`src/core/pcrc_pkg.sv`:
```
// Package for the programmable CRC generator: map, fields, types.
// Assumes one 20 MHz clock and a 32-bit AHB-Lite register bus.
package pcrc_pkg;

   // Register byte offsets, one aligned word each
   localparam logic [7:0] OFS_CTRL1  = 8'h00; // Control one
   localparam logic [7:0] OFS_CTRL2  = 8'h04; // Control two
   localparam logic [7:0] OFS_POLYLO = 8'h08; // Poly terms low
   localparam logic [7:0] OFS_POLYHI = 8'h0c; // Poly terms high
   localparam logic [7:0] OFS_DATLO  = 8'h10; // Input data low
   localparam logic [7:0] OFS_DATHI  = 8'h14; // Input data high
   localparam logic [7:0] OFS_RESLO  = 8'h18; // Result shift low
   localparam logic [7:0] OFS_RESHI  = 8'h1c; // Result shift high
   localparam logic [7:0] OFS_STAT   = 8'h20; // Settle status

   // Control one bit positions
   localparam int B_EN   = 15;
   localparam int B_IDL  = 13;
   localparam int B_RUN  = 4;
   localparam int B_ISEL = 5;
   localparam int B_DIR  = 3;

   // Width thresholds and FIFO depths
   localparam logic [4:0] DW_WIDE  = 5'h0f;
   localparam logic [4:0] DW_MID   = 5'h07;
   localparam logic [4:0] DEPTH_4  = 5'h04;
   localparam logic [4:0] DEPTH_8  = 5'h08;
   localparam logic [4:0] DEPTH_16 = 5'h10;

   // Software control bits of control one
   typedef struct packed {
      logic en;
      logic idle_stop;
      logic isel;
      logic run;
      logic shift_direction_bit;
   } pcrc_ctrl_type;

   // Control two fields
   typedef struct packed {
      logic [4:0] data_width_field;
      logic [4:0] poly_length_field;
   } pcrc_cfg_type;

   // Sequencer states, one-hot
   typedef enum logic [2:0] {
      ST_IDLE   = 3'b001,
      ST_SHIFT  = 3'b010,
      ST_SETTLE = 3'b100
   } pcrc_state_type;

   // Mask of the low w+1 bits
   function automatic logic [31:0] pcrc_mask(input logic [4:0] w);
      pcrc_mask = 32'hffffffff >> (5'h1f - w);
   endfunction : pcrc_mask

endpackage : pcrc_pkg

```
`src/core/pcrc_fifo.sv`:
```
// Data FIFO of the CRC generator, sixteen words of storage.
// Assumes the caller never pushes when count reaches depth.
module pcrc_fifo
   import pcrc_pkg::*;
(
   input  wire logic        clk,
   input  wire logic        rstn,
   input  wire logic        clr,
   input  wire logic        push,
   input  wire logic [31:0] wdata,
   input  wire logic        pop,
   output logic [31:0]      rdata,
   output logic [4:0]       count
);
   logic [31:0] mem [16]; // Word storage
   logic [3:0]  wp;       // Write pointer
   logic [3:0]  rp;       // Read pointer

   assign rdata = mem[rp];

   // Storage needs no reset
   always_ff @(posedge clk) begin
      if (push) begin
         mem[wp] <= wdata;
      end
   end

   // Pointers wrap at 16; depth only limits count
   always_ff @(posedge clk or negedge rstn) begin
      if (!rstn) begin
         wp    <= 4'h0;
         rp    <= 4'h0;
         count <= 5'h00;
      end else if (clr) begin
         wp    <= 4'h0;
         rp    <= 4'h0;
         count <= 5'h00;
      end else begin
         wp    <= wp + 4'(push);
         rp    <= rp + 4'(pop);
         count <= count + 5'(push) - 5'(pop);
      end
   end
endmodule : pcrc_fifo

```
`src/core/pcrc_engine.sv`:
```
// CRC shift engine with its word buffer, two bits per clock.
// Assumes load only while busy is low.
module pcrc_engine
   import pcrc_pkg::*;
(
   input  wire logic        clk,
   input  wire logic        rstn,
   input  wire logic        clr,
   input  wire logic        hold,
   input  wire logic        load,
   input  wire logic [31:0] word,
   input  wire pcrc_cfg_type cfg,
   input  wire logic        shift_direction_bit,
   input  wire logic [31:0] taps,
   input  wire logic        wr_lo,
   input  wire logic        wr_hi,
   input  wire logic [15:0] wdat,
   output logic [31:0]      crc,
   output logic             busy
);
   logic [31:0] wbuf;  // Word being shifted
   logic [5:0]  left;  // Bits still to shift
   logic        d0;
   logic        d1;
   logic [31:0] one;
   logic [31:0] two;

   // One engine step: top bit feedback into enabled taps
   function automatic logic [31:0] step(input logic [31:0] c,
      input logic d, input logic [31:0] t, input logic [4:0] p);
      logic fb;
      fb   = d ^ c[p];
      step = ({c[30:0], 1'b0} ^ ({32{fb}} & (t | 32'h1)))
             & pcrc_mask(p);
   endfunction : step

   assign d0   = shift_direction_bit ? wbuf[0] : wbuf[cfg.data_width_field];
   assign d1   = shift_direction_bit ? wbuf[1] : wbuf[cfg.data_width_field - 5'h1];
   assign one  = step(crc, d0, taps, cfg.poly_length_field);
   assign two  = step(one, d1, taps, cfg.poly_length_field);
   assign busy = (left != 6'h00);

   // Buffer load, then two bits a cycle, one if a single bit is left
   always_ff @(posedge clk or negedge rstn) begin
      if (!rstn) begin
         crc  <= 32'h0;
         wbuf <= 32'h0;
         left <= 6'h00;
      end else if (clr) begin
         crc  <= 32'h0;
         wbuf <= 32'h0;
         left <= 6'h00;
      end else if (wr_lo || wr_hi) begin
         if (wr_lo) crc[15:0] <= wdat;
         if (wr_hi) crc[31:16] <= wdat;
      end else if (!hold) begin
         if (load) begin
            wbuf <= word;
            left <= {1'b0, cfg.data_width_field} + 6'h01;
         end else if (left >= 6'h02) begin
            crc  <= two;
            wbuf <= shift_direction_bit ? wbuf >> 2 : wbuf << 2;
            left <= left - 6'h02;
         end else if (left == 6'h01) begin
            crc  <= one;
            left <= 6'h00;
         end
      end
   end

   a_two_bits: assert property (@(posedge clk) disable iff (!rstn)
      left >= 6'h02 && !hold && !load && !clr && !wr_lo && !wr_hi
      |=> left == $past(left) - 6'h02)
      else $error("engine did not shift two bits");
endmodule : pcrc_engine

```
`src/core/pcrc_top.sv`:
```
// Programmable CRC generator: AHB-Lite slave, FIFO feed, sequencer.
// Assumes a single AHB-Lite master, word transfers, hclk at 20 MHz.
//
// Overview of operation
// - x^0 term always fed back
// - Length 32 uses implicit top term
// - Data width one to 32 bits
// - FIFO depth 4, 8 or 16 by width
// - Width field holds width minus one
// - Length field holds length minus one
// - Bits above width are ignored
// - Count rises when MSb half written
// - Shift only with run and data
// - Buffer word, shift two bits per cycle
// - Full at depth, empty at zero
// - Disable empties FIFO and resets state
// - Direction bit picks MSb or LSb first
// - Interrupt on empty or on finish
// - Software run clear gives no interrupt
// - Result settles length/2 cycles later
// - Run clears when calculation completes
// - Idle-stop halts in idle mode
// - Term bits insert or remove XORs
// - Data registers read as zero
// - Result pair loads and reads engine
//
// Added by the designer: the register addresses and register access over AHB-Lite.
module pcrc_top
   import pcrc_pkg::*;
(
   input  wire logic        hclk,
   input  wire logic        hresetn,
   input  wire logic        hsel,
   input  wire logic [31:0] haddr,
   input  wire logic [1:0]  htrans,
   input  wire logic        hwrite,
   input  wire logic [2:0]  hsize,
   input  wire logic [31:0] hwdata,
   input  wire logic        hready,
   output logic             hreadyout,
   output logic             hresp,
   output logic [31:0]      hrdata,
   input  wire logic        sys_idle,
   output logic             crc_irq
);

   // Software-visible state
   pcrc_ctrl_type  ctrl;      // Control one bits
   pcrc_cfg_type   cfg;       // Width and length
   logic [31:1]    taps;      // Polynomial term enables
   logic [15:0]    stage;     // Low half awaiting its high half

   // Sequencer
   pcrc_state_type state;     // Current state
   pcrc_state_type next_state;
   logic [5:0]     settle;    // Cycles until result is final

   // Bus data-phase capture
   logic           wr_q;      // Write pending in data phase
   logic [7:0]     addr_q;    // Its offset
   logic           addr_ok;   // Upper address bits zero
   logic [2:0]     size_q;    // Kept for completeness of capture

   // Wires between the parts
   logic [31:0]    fifo_head;
   logic [4:0]     count;
   logic [31:0]    crc;
   logic           busy;
   logic           push;
   logic [31:0]    push_word;
   logic           pop;
   logic           hw_done;
   logic           next_run;
   logic           next_irq;
   logic [31:0]    rd_mux;

   // Address phase qualifier
   logic access;
   assign access = hsel && hready && htrans[1];

   // Decode of the captured write offset
   logic we_c1, we_c2, we_plo, we_phi;
   logic we_dlo, we_dhi, we_rlo, we_rhi;
   assign we_c1  = wr_q && addr_ok && (addr_q == OFS_CTRL1);
   assign we_c2  = wr_q && addr_ok && (addr_q == OFS_CTRL2);
   assign we_plo = wr_q && addr_ok && (addr_q == OFS_POLYLO);
   assign we_phi = wr_q && addr_ok && (addr_q == OFS_POLYHI);
   assign we_dlo = wr_q && addr_ok && (addr_q == OFS_DATLO);
   assign we_dhi = wr_q && addr_ok && (addr_q == OFS_DATHI);
   assign we_rlo = wr_q && addr_ok && (addr_q == OFS_RESLO);
   assign we_rhi = wr_q && addr_ok && (addr_q == OFS_RESHI);

   // FIFO depth follows the width field
   logic [4:0] depth;
   assign depth = (cfg.data_width_field > DW_WIDE) ? DEPTH_4 :
                  (cfg.data_width_field > DW_MID)  ? DEPTH_8 : DEPTH_16;

   // Flags derived from the count
   logic full;
   logic empty;
   assign full  = (count == depth);
   assign empty = (count == 5'h00);

   // Wide words need both halves; narrow ones finish in the low half
   logic wide;
   assign wide = (cfg.data_width_field > DW_WIDE);

   // Push when the half holding the MSb lands; dropped when full
   assign push = ctrl.en && !full &&
                 ((we_dlo && !wide) || (we_dhi && wide));
   assign push_word = (wide ? {hwdata[15:0], stage}
                            : {16'h0, hwdata[15:0]})
                      & pcrc_mask(cfg.data_width_field);

   // Idle-stop freezes both feed and shifting
   logic halted;
   assign halted = ctrl.idle_stop && sys_idle;

   // Next word goes to the buffer once the engine is free
   assign pop = (state == ST_SHIFT) && ctrl.run && !empty
                && !busy && !halted;

   // Finished: nothing queued, nothing buffered
   assign hw_done = (state == ST_SHIFT) && ctrl.run && empty
                    && !busy && !halted;

   // Software write of run wins over the hardware clear
   assign next_run = we_c1 ? hwdata[B_RUN] :
                     hw_done ? 1'b0 : ctrl.run;

   // Interrupt cause; a software clear alone never raises it
   assign next_irq = ctrl.isel ? hw_done
                               : (pop && !push && count == 5'h01);

   // Sequencer transitions
   always_comb begin
      next_state = state;
      case (state)
         ST_IDLE: begin
            if (ctrl.run) next_state = ST_SHIFT;
         end
         ST_SHIFT: begin
            if (hw_done) next_state = ST_SETTLE;
            else if (!ctrl.run) next_state = ST_IDLE; // Software stop
         end
         ST_SETTLE: begin
            if (settle <= 6'h01 && !halted) next_state = ST_IDLE;
         end
         default: next_state = ST_IDLE;
      endcase
   end

   // Read data chosen in the address phase
   logic [7:0] ra;
   assign ra = haddr[7:0];
   always_comb begin
      rd_mux = 32'h0;
      if (haddr[31:8] != 24'h0) begin
         rd_mux = 32'h0; // Unmapped reads as zero
      end else if (ra == OFS_CTRL1) begin
         rd_mux = {16'h0, ctrl.en, 1'b0, ctrl.idle_stop, count,
                   full, empty, ctrl.isel, ctrl.run, ctrl.shift_direction_bit,
                   3'h0};
      end else if (ra == OFS_CTRL2) begin
         rd_mux = {19'h0, cfg.data_width_field, 3'h0, cfg.poly_length_field};
      end else if (ra == OFS_POLYLO) begin
         rd_mux = {16'h0, taps[15:1], 1'b0};
      end else if (ra == OFS_POLYHI) begin
         rd_mux = {16'h0, taps[31:16]};
      end else if (ra == OFS_RESLO) begin
         rd_mux = {16'h0, crc[15:0]};
      end else if (ra == OFS_RESHI) begin
         rd_mux = {16'h0, crc[31:16]};
      end else if (ra == OFS_STAT) begin
         rd_mux = {31'h0, state == ST_SETTLE};
      end else begin
         rd_mux = 32'h0; // Data pair and holes
      end
   end

   // Bus slave: zero wait states, always OKAY
   always_ff @(posedge hclk or negedge hresetn) begin
      if (!hresetn) begin
         hreadyout <= 1'b1;
         hresp     <= 1'b0;
         hrdata    <= 32'h0;
         wr_q      <= 1'b0;
         addr_q    <= 8'h00;
         addr_ok   <= 1'b0;
         size_q    <= 3'h0;
      end else begin
         hreadyout <= 1'b1;
         hresp     <= 1'b0;
         wr_q      <= access && hwrite;
         if (access) begin
            addr_q  <= haddr[7:0];
            addr_ok <= (haddr[31:8] == 24'h0);
            size_q  <= hsize;
         end
         // Registered so the data phase sees a flop
         if (access && !hwrite) begin
            hrdata <= rd_mux;
         end
      end
   end

   // Control one; enable clear keeps these settings
   always_ff @(posedge hclk or negedge hresetn) begin
      if (!hresetn) begin
         ctrl <= '0;
      end else begin
         if (we_c1) begin
            ctrl.en        <= hwdata[B_EN];
            ctrl.idle_stop <= hwdata[B_IDL];
            ctrl.isel      <= hwdata[B_ISEL];
            ctrl.shift_direction_bit   <= hwdata[B_DIR];
         end
         ctrl.run <= next_run;
      end
   end

   // Control two and polynomial terms
   always_ff @(posedge hclk or negedge hresetn) begin
      if (!hresetn) begin
         cfg  <= '0;
         taps <= '0;
      end else begin
         if (we_c2) begin
            cfg.data_width_field <= hwdata[12:8];
            cfg.poly_length_field   <= hwdata[4:0];
         end
         if (we_plo) taps[15:1]  <= hwdata[15:1];
         if (we_phi) taps[31:16] <= hwdata[15:0];
      end
   end

   // Low half staging; cleared with the unit
   always_ff @(posedge hclk or negedge hresetn) begin
      if (!hresetn) begin
         stage <= 16'h0;
      end else if (!ctrl.en) begin
         stage <= 16'h0;
      end else if (we_dlo && wide) begin
         stage <= hwdata[15:0];
      end
   end

   // Sequencer, settle count and interrupt pulse
   always_ff @(posedge hclk or negedge hresetn) begin
      if (!hresetn) begin
         state   <= ST_IDLE;
         settle  <= 6'h00;
         crc_irq <= 1'b0;
      end else if (!ctrl.en) begin
         state   <= ST_IDLE;
         settle  <= 6'h00;
         crc_irq <= 1'b0;
      end else begin
         state   <= next_state;
         crc_irq <= next_irq;
         if (hw_done) begin
            settle <= ({1'b0, cfg.poly_length_field} + 6'h01) >> 1;
         end else if (state == ST_SETTLE && !halted
                      && settle != 6'h00) begin
            settle <= settle - 6'h01;
         end
      end
   end

   // Word FIFO; disable empties it
   pcrc_fifo u_fifo (
      .clk   (hclk),
      .rstn  (hresetn),
      .clr   (!ctrl.en),
      .push  (push),
      .wdata (push_word),
      .pop   (pop),
      .rdata (fifo_head),
      .count (count)
   );

   // Shift engine; held while stopped or idle-halted
   pcrc_engine u_engine (
      .clk     (hclk),
      .rstn    (hresetn),
      .clr     (!ctrl.en),
      .hold    (halted || !ctrl.run),
      .load    (pop),
      .word    (fifo_head),
      .cfg     (cfg),
      .shift_direction_bit (ctrl.shift_direction_bit),
      .taps    ({taps, 1'b0}),
      .wr_lo   (we_rlo && ctrl.en),
      .wr_hi   (we_rhi && ctrl.en),
      .wdat    (hwdata[15:0]),
      .crc     (crc),
      .busy    (busy)
   );

   // Checks beside the logic they guard
   a_irq_finish: assert property (@(posedge hclk)
      disable iff (!hresetn)
      hw_done && ctrl.isel && ctrl.en |=> crc_irq)
      else $error("no interrupt on finish");

   a_irq_empty: assert property (@(posedge hclk)
      disable iff (!hresetn)
      ctrl.en && !ctrl.isel && pop && !push && count == 5'h01
      |=> crc_irq && count == 5'h00)
      else $error("no interrupt on FIFO empty");

   a_irq_cause: assert property (@(posedge hclk)
      disable iff (!hresetn)
      !hw_done && !pop |=> !crc_irq)
      else $error("interrupt without a cause");

   a_run_clear: assert property (@(posedge hclk)
      disable iff (!hresetn)
      hw_done && !we_c1 |=> !ctrl.run ##1 !crc_irq || ctrl.isel)
      else $error("run not cleared at finish");

   a_count_limit: assert property (@(posedge hclk)
      disable iff (!hresetn)
      count <= depth || $changed(cfg.data_width_field))
      else $error("FIFO count beyond depth");

   a_disable_clr: assert property (@(posedge hclk)
      disable iff (!hresetn)
      !ctrl.en |=> count == 5'h00 && !busy && stage == 16'h0)
      else $error("disable did not clear state");

   a_pop_gate: assert property (@(posedge hclk)
      disable iff (!hresetn)
      pop |-> ctrl.run && count != 5'h00 && !halted)
      else $error("shift started without run or data");

   a_push_msb: assert property (@(posedge hclk)
      disable iff (!hresetn)
      we_dlo && !wide && ctrl.en && !full && !pop
      |=> count == $past(count) + 5'h01)
      else $error("count did not rise on MSb write");

   a_settle_len: assert property (@(posedge hclk)
      disable iff (!hresetn)
      hw_done && ctrl.en
      |=> settle == ({1'b0, $past(cfg.poly_length_field)} + 6'h01) >> 1)
      else $error("settle count wrong");

endmodule : pcrc_top

```
`config.mk`:
```
export PLATFORM = sky130hd
export DESIGN_NAME = pcrc_top
export DESIGN_NICKNAME = d
export VERILOG_FILES = /design/src/core/pcrc_pkg.sv /design/src/core/pcrc_fifo.sv /design/src/core/pcrc_engine.sv /design/src/core/pcrc_top.sv
export SDC_FILE = /design/constraint.sdc
export NUM_CORES = 1
export LEC_CHECK = 0
export BUFFER_PORTS_ARGS = -buffer_cell sky130_fd_sc_hd__buf_2
export CORE_MARGIN = 5
export CORE_UTILIZATION = 50
export DETAILED_ROUTE_END_ITERATION = 10
export PLACE_DENSITY = 0.73
export SYNTH_ARGS = -nofsm -noshare
export SYNTH_HDL_FRONTEND = slang
export SYNTH_SLANG_ARGS = --single-unit
```
`constraint.sdc`:
```
create_clock -name hclk -period 5.4 [get_ports hclk]
set_input_delay 0.81 -clock hclk [delete_from_list [all_inputs] [get_ports hclk]]
set_output_delay 0.81 -clock hclk [all_outputs]
set_load 0.01 [all_outputs]
```
==> impl_summary.md <==
Synthesis
The most numerous cell in the Yosys netlist is edfxtp_1. The mean area per synthesized cell is 14.3 um^2. The number of distinct library cell variants in the gate-level netlist after synthesis is 77. The share of synthesized area in the top cell type comes to 0.478. Ranked by instance count, the synthesized netlist is headed by edfxtp_1, dfrtp_1, mux4_2. The synthesized design contains 512 enable-type register cells. In the synthesized netlist the async set-or-reset flop fraction comes to 0.261.

Yosys attributes the largest share of cell area to edfxtp_1, dfrtp_1, mux4_2. The most area-hungry cell type in the Yosys netlist is edfxtp_1. After synthesis the cells add up to 32,100 um^2. The sequential element share of the synthesized area is 0.619. The Yosys warning count is 0. Synthesis inferred 693 register bits. Among all flip-flop cells after synthesis, the most frequent one is edfxtp_1. The number of instances in the synthesized netlist is 2,242.

Detailed routing
The count of nets left with antenna violations after detail routing is 0. The routed layout has 20,900 vias. The first routing iteration left 2,214 violations. For this run, the detailed router's first-pass iteration total came to 5.

For this run, design rule violations remaining after detail routing come to 0. After detailed routing, the number of vias per cell comes to 6.40. Wires add up to 93.3 mm. In the final routed layout, each cell accounts on average for 28.6 um.

GRT
The initial antenna violation count is 1. The number of global-route vias before repair is 21,200. Entering global routing, the biggest net connects 92 pins. Summed over all layers, the global routing overflow is 0. Across every metal layer, demand over resource in global routing totals 0.266. The global-route wire length before repair is 139 mm.

Timing
At the pin with the least slew margin, the transition time is 1.25 ns. After layout, the minimum clock period comes to 4.97 ns. Setup violations remaining at the end of the flow were counted as 0. Of the available clock period, the critical path in the final layout requires 0.920.

The final-report hold violation count is 0. Timing would allow up to 201 MHz. The total negative slack for setup checks is 0 ns.

The worst clock skew on the final layout is 0.0590 ns. The total count of max-transition violations in the final report is 0. Setup repair after global routing left no endpoint under its margin. Measured against its own limit, the worst slew margin works out to 0.165. The minimum hold slack is 0.274 ns.

Setup path
The worst register-to-register path ends at u_engine.crc[29]. The worst setup path is launched from a flip-flop. The worst register-to-register path has a depth of 19. The arrival time of data at the critical path endpoint is 5.44 ns. The critical path startpoint is cfg[5]. Following the worst setup path forward leads to its endpoint at u_engine.crc[29]. For the worst setup path, the data required time is 5.87 ns.

The setup check on the worst reg-to-reg path leaves a slack of 0.43 ns. The start of the worst register-to-register path is cfg[5]. The endpoint class of the critical path is a flip-flop.

Of all nets on the critical path, the largest fanout is 35. The path type of the worst setup path is flip-flop to flip-flop.

Floorplan
The die covers 69,500 um^2. 110 I/O pins were placed. Row generation in the floorplan step produced 93 rows. The die extent in x is 264 um. The height of the die is 264 um. The area of the core is 64,100 um^2.

The initial standard-cell utilization of the core is 0.501.

Power and ir drop
The largest voltage drop on the vdd net is 407 uV. The power density normalized to cell area is 308 nW/um^2. In this run the static leakage power is 13.4 nW. The design draws 11.2 mW.

Cells and area
After routing the design area is 36,500 um^2. The post-route non-filler standard cell count is 3,267. The area taken by flip-flops and latches is 19,900 um^2. The multi-input combinational cells in the finished layout cover a total of 11,600 um^2. The fraction of final layout cells sized beyond drive strength 1 is 0.231.

The number of nets in the final layout is 2,454. The fill cell total of the finished layout is 4,952. From synthesis to final layout, the design area changed by 13.5%. The antenna diode instance count is 0.

Clocking
In this run the deepest clock path goes through 3 buffers. TritonCTS built the clock tree. The H-tree was split into 3 levels.

The post-CTS setup repair buffer count is 0. The latest clock arrival within the worst-skew pair is 0.65 ns. Clock tree synthesis found a total of 693 sinks. Clock-pin slew was measured on the worst setup and hold paths at 0.06 ns. In this run, CTS created clock tree buffers numbering 73. The CTS root buffer is clkbuf_16.

Job
The number of maximum-capacitance violations is 0.

Placement
The HPWL after detailed placement is 58.6 mm. The final estimated routing congestion in global placement is 0.933. The number of placed instances, taps included, is 3,133.

The number of buffers added on ports is 71. The area of placed instances is 34,100 um^2.

Worst hold path
The worst hold path belongs to the class primary input to asynchronous set/reset pin.

Outcome
The run finished with clean final reports.
[area by class of cell]
| cell class | count | share of cell area |
|---|---|---|
| Sequential cell | 693 | 0.546 |
| Inverter | 40 | 0.00412 |
| Clock buffer | 92 | 0.0529 |
| Clock inverter | 42 | 0.0114 |
| Multi-Input combinational cell | 1366 | 0.318 |
| Timing Repair Buffer | 179 | 0.0387 |
| Tap cell | 855 | 0.0293 |
[layer usage]
layer	global-route usage	wire, um
met1	0.351	36100
met2	0.454	46900
met3	0.0394	6610
met4	0.0935	3710
met5	0	13
[critical path, stage by stage (launching register included)]
cell      delay (ns)
dfrtp_1         0.59
buf_12          0.23
mux4_2          0.52
mux2_2          0.27
nand2_1         0.08
a311oi_2        0.09
buf_4           0.19
xnor2_2         0.22
buf_4           0.20
or3_1           0.32
a21oi_2         0.18
o22ai_1         0.09
or3_1           0.34
or4b_4          0.57
a21o_1          0.23
buf_12          0.18
buf_4           0.16
nand3_1         0.10
xor2_1          0.14
o21ai_0         0.09
[cell families after synthesis]
group           count (synthesis)  synth area share
compound gates                359            0.0692
mux                           317             0.170
fa+ha+maj                      26            0.0104
xor+xnor                       65            0.0177
flops                         693             0.619
simple gates                  581            0.0867
buf+inv                       199            0.0271
other cells                     2          0.000234
[registers in the layout, summed over array words and instances, names as in the netlist]
signal	cells
u_engine.crc	32
crc_irq	1
addr_ok	1
u_engine.wbuf	32
taps	31
hrdata	16
u_fifo.mem	512
ctrl	5
stage	16
addr_q	8
state	3
cfg	10
u_fifo.count	5
settle	6
u_fifo.wp	4
u_engine.left	6
wr_q	1
u_fifo.rp	4
[worst min-delay path by stage]
| stage | slack, ns | endpoint | from |
|---|---|---|---|
| after floorplan | 0.45 | addr_ok | addr_ok |
| after global placement | 0.46 | addr_ok | addr_ok |
| after detailed placement | 0.47 | hrdata[9] | hrdata[9] |
| after CTS | 0.26 | u_fifo.wp[2] | hresetn |
| after global routing | 0.31 | u_fifo.wp[2] | hresetn |
| final | 0.27 | hrdata[14] | hresetn |
[repair_timing]
item | CTS | global route
resized for setup | 0 | 1
endpoints found under the setup margin | 0 | 20
hold buffers | 0 | 0
[cells in the final DEF (no fill, tap or decap), types with 7 or more instances in the layout]
cell type and count:
o22ai_1 12, o21ai_1 8, a211oi_1 7, a221o_1 8, o31ai_1 11, or3_1 21, clkinv_1 17, clkbuf_16 73
mux2i_1 89, xnor2_1 29, mux2_2 51, edfxtp_1 512, mux4_2 177, and3_1 19, and2_1 21, clkinv_2 13
o21ai_0 100, a31oi_1 8, nor4_1 14, inv_1 39, nand2_1 157, xor2_1 34, buf_4 89, clkbuf_1 16
nand4_1 10, nor2_1 143, dfrtp_1 174, a21o_1 8, nand3_1 56, conb_1 18, o211ai_1 8, a21oi_1 119
nand2b_1 7, buf_2 70, ha_1 25, nor2_4 9, buf_12 19, nor2b_1 26, nor3_1 55
[through the flow]
| step | utilization | worst slack, ns |
|---|---|---|
| after floorplan | - | 0.0866 |
| after global placement | 0.532 | 0.207 |
| after detailed placement | 0.532 | 0.253 |
| after CTS | 0.569 | 0.223 |
| after global routing | 0.569 | 0.107 |
| final | 0.569 | 0.431 |
[power breakdown]
part | switching [mW] | internal [mW]
Combinational | 0.349 | 0.177
Clock | 2.15 | 2.76
Sequential | 0.0404 | 5.76
Power figures use the tool's default switching activity.
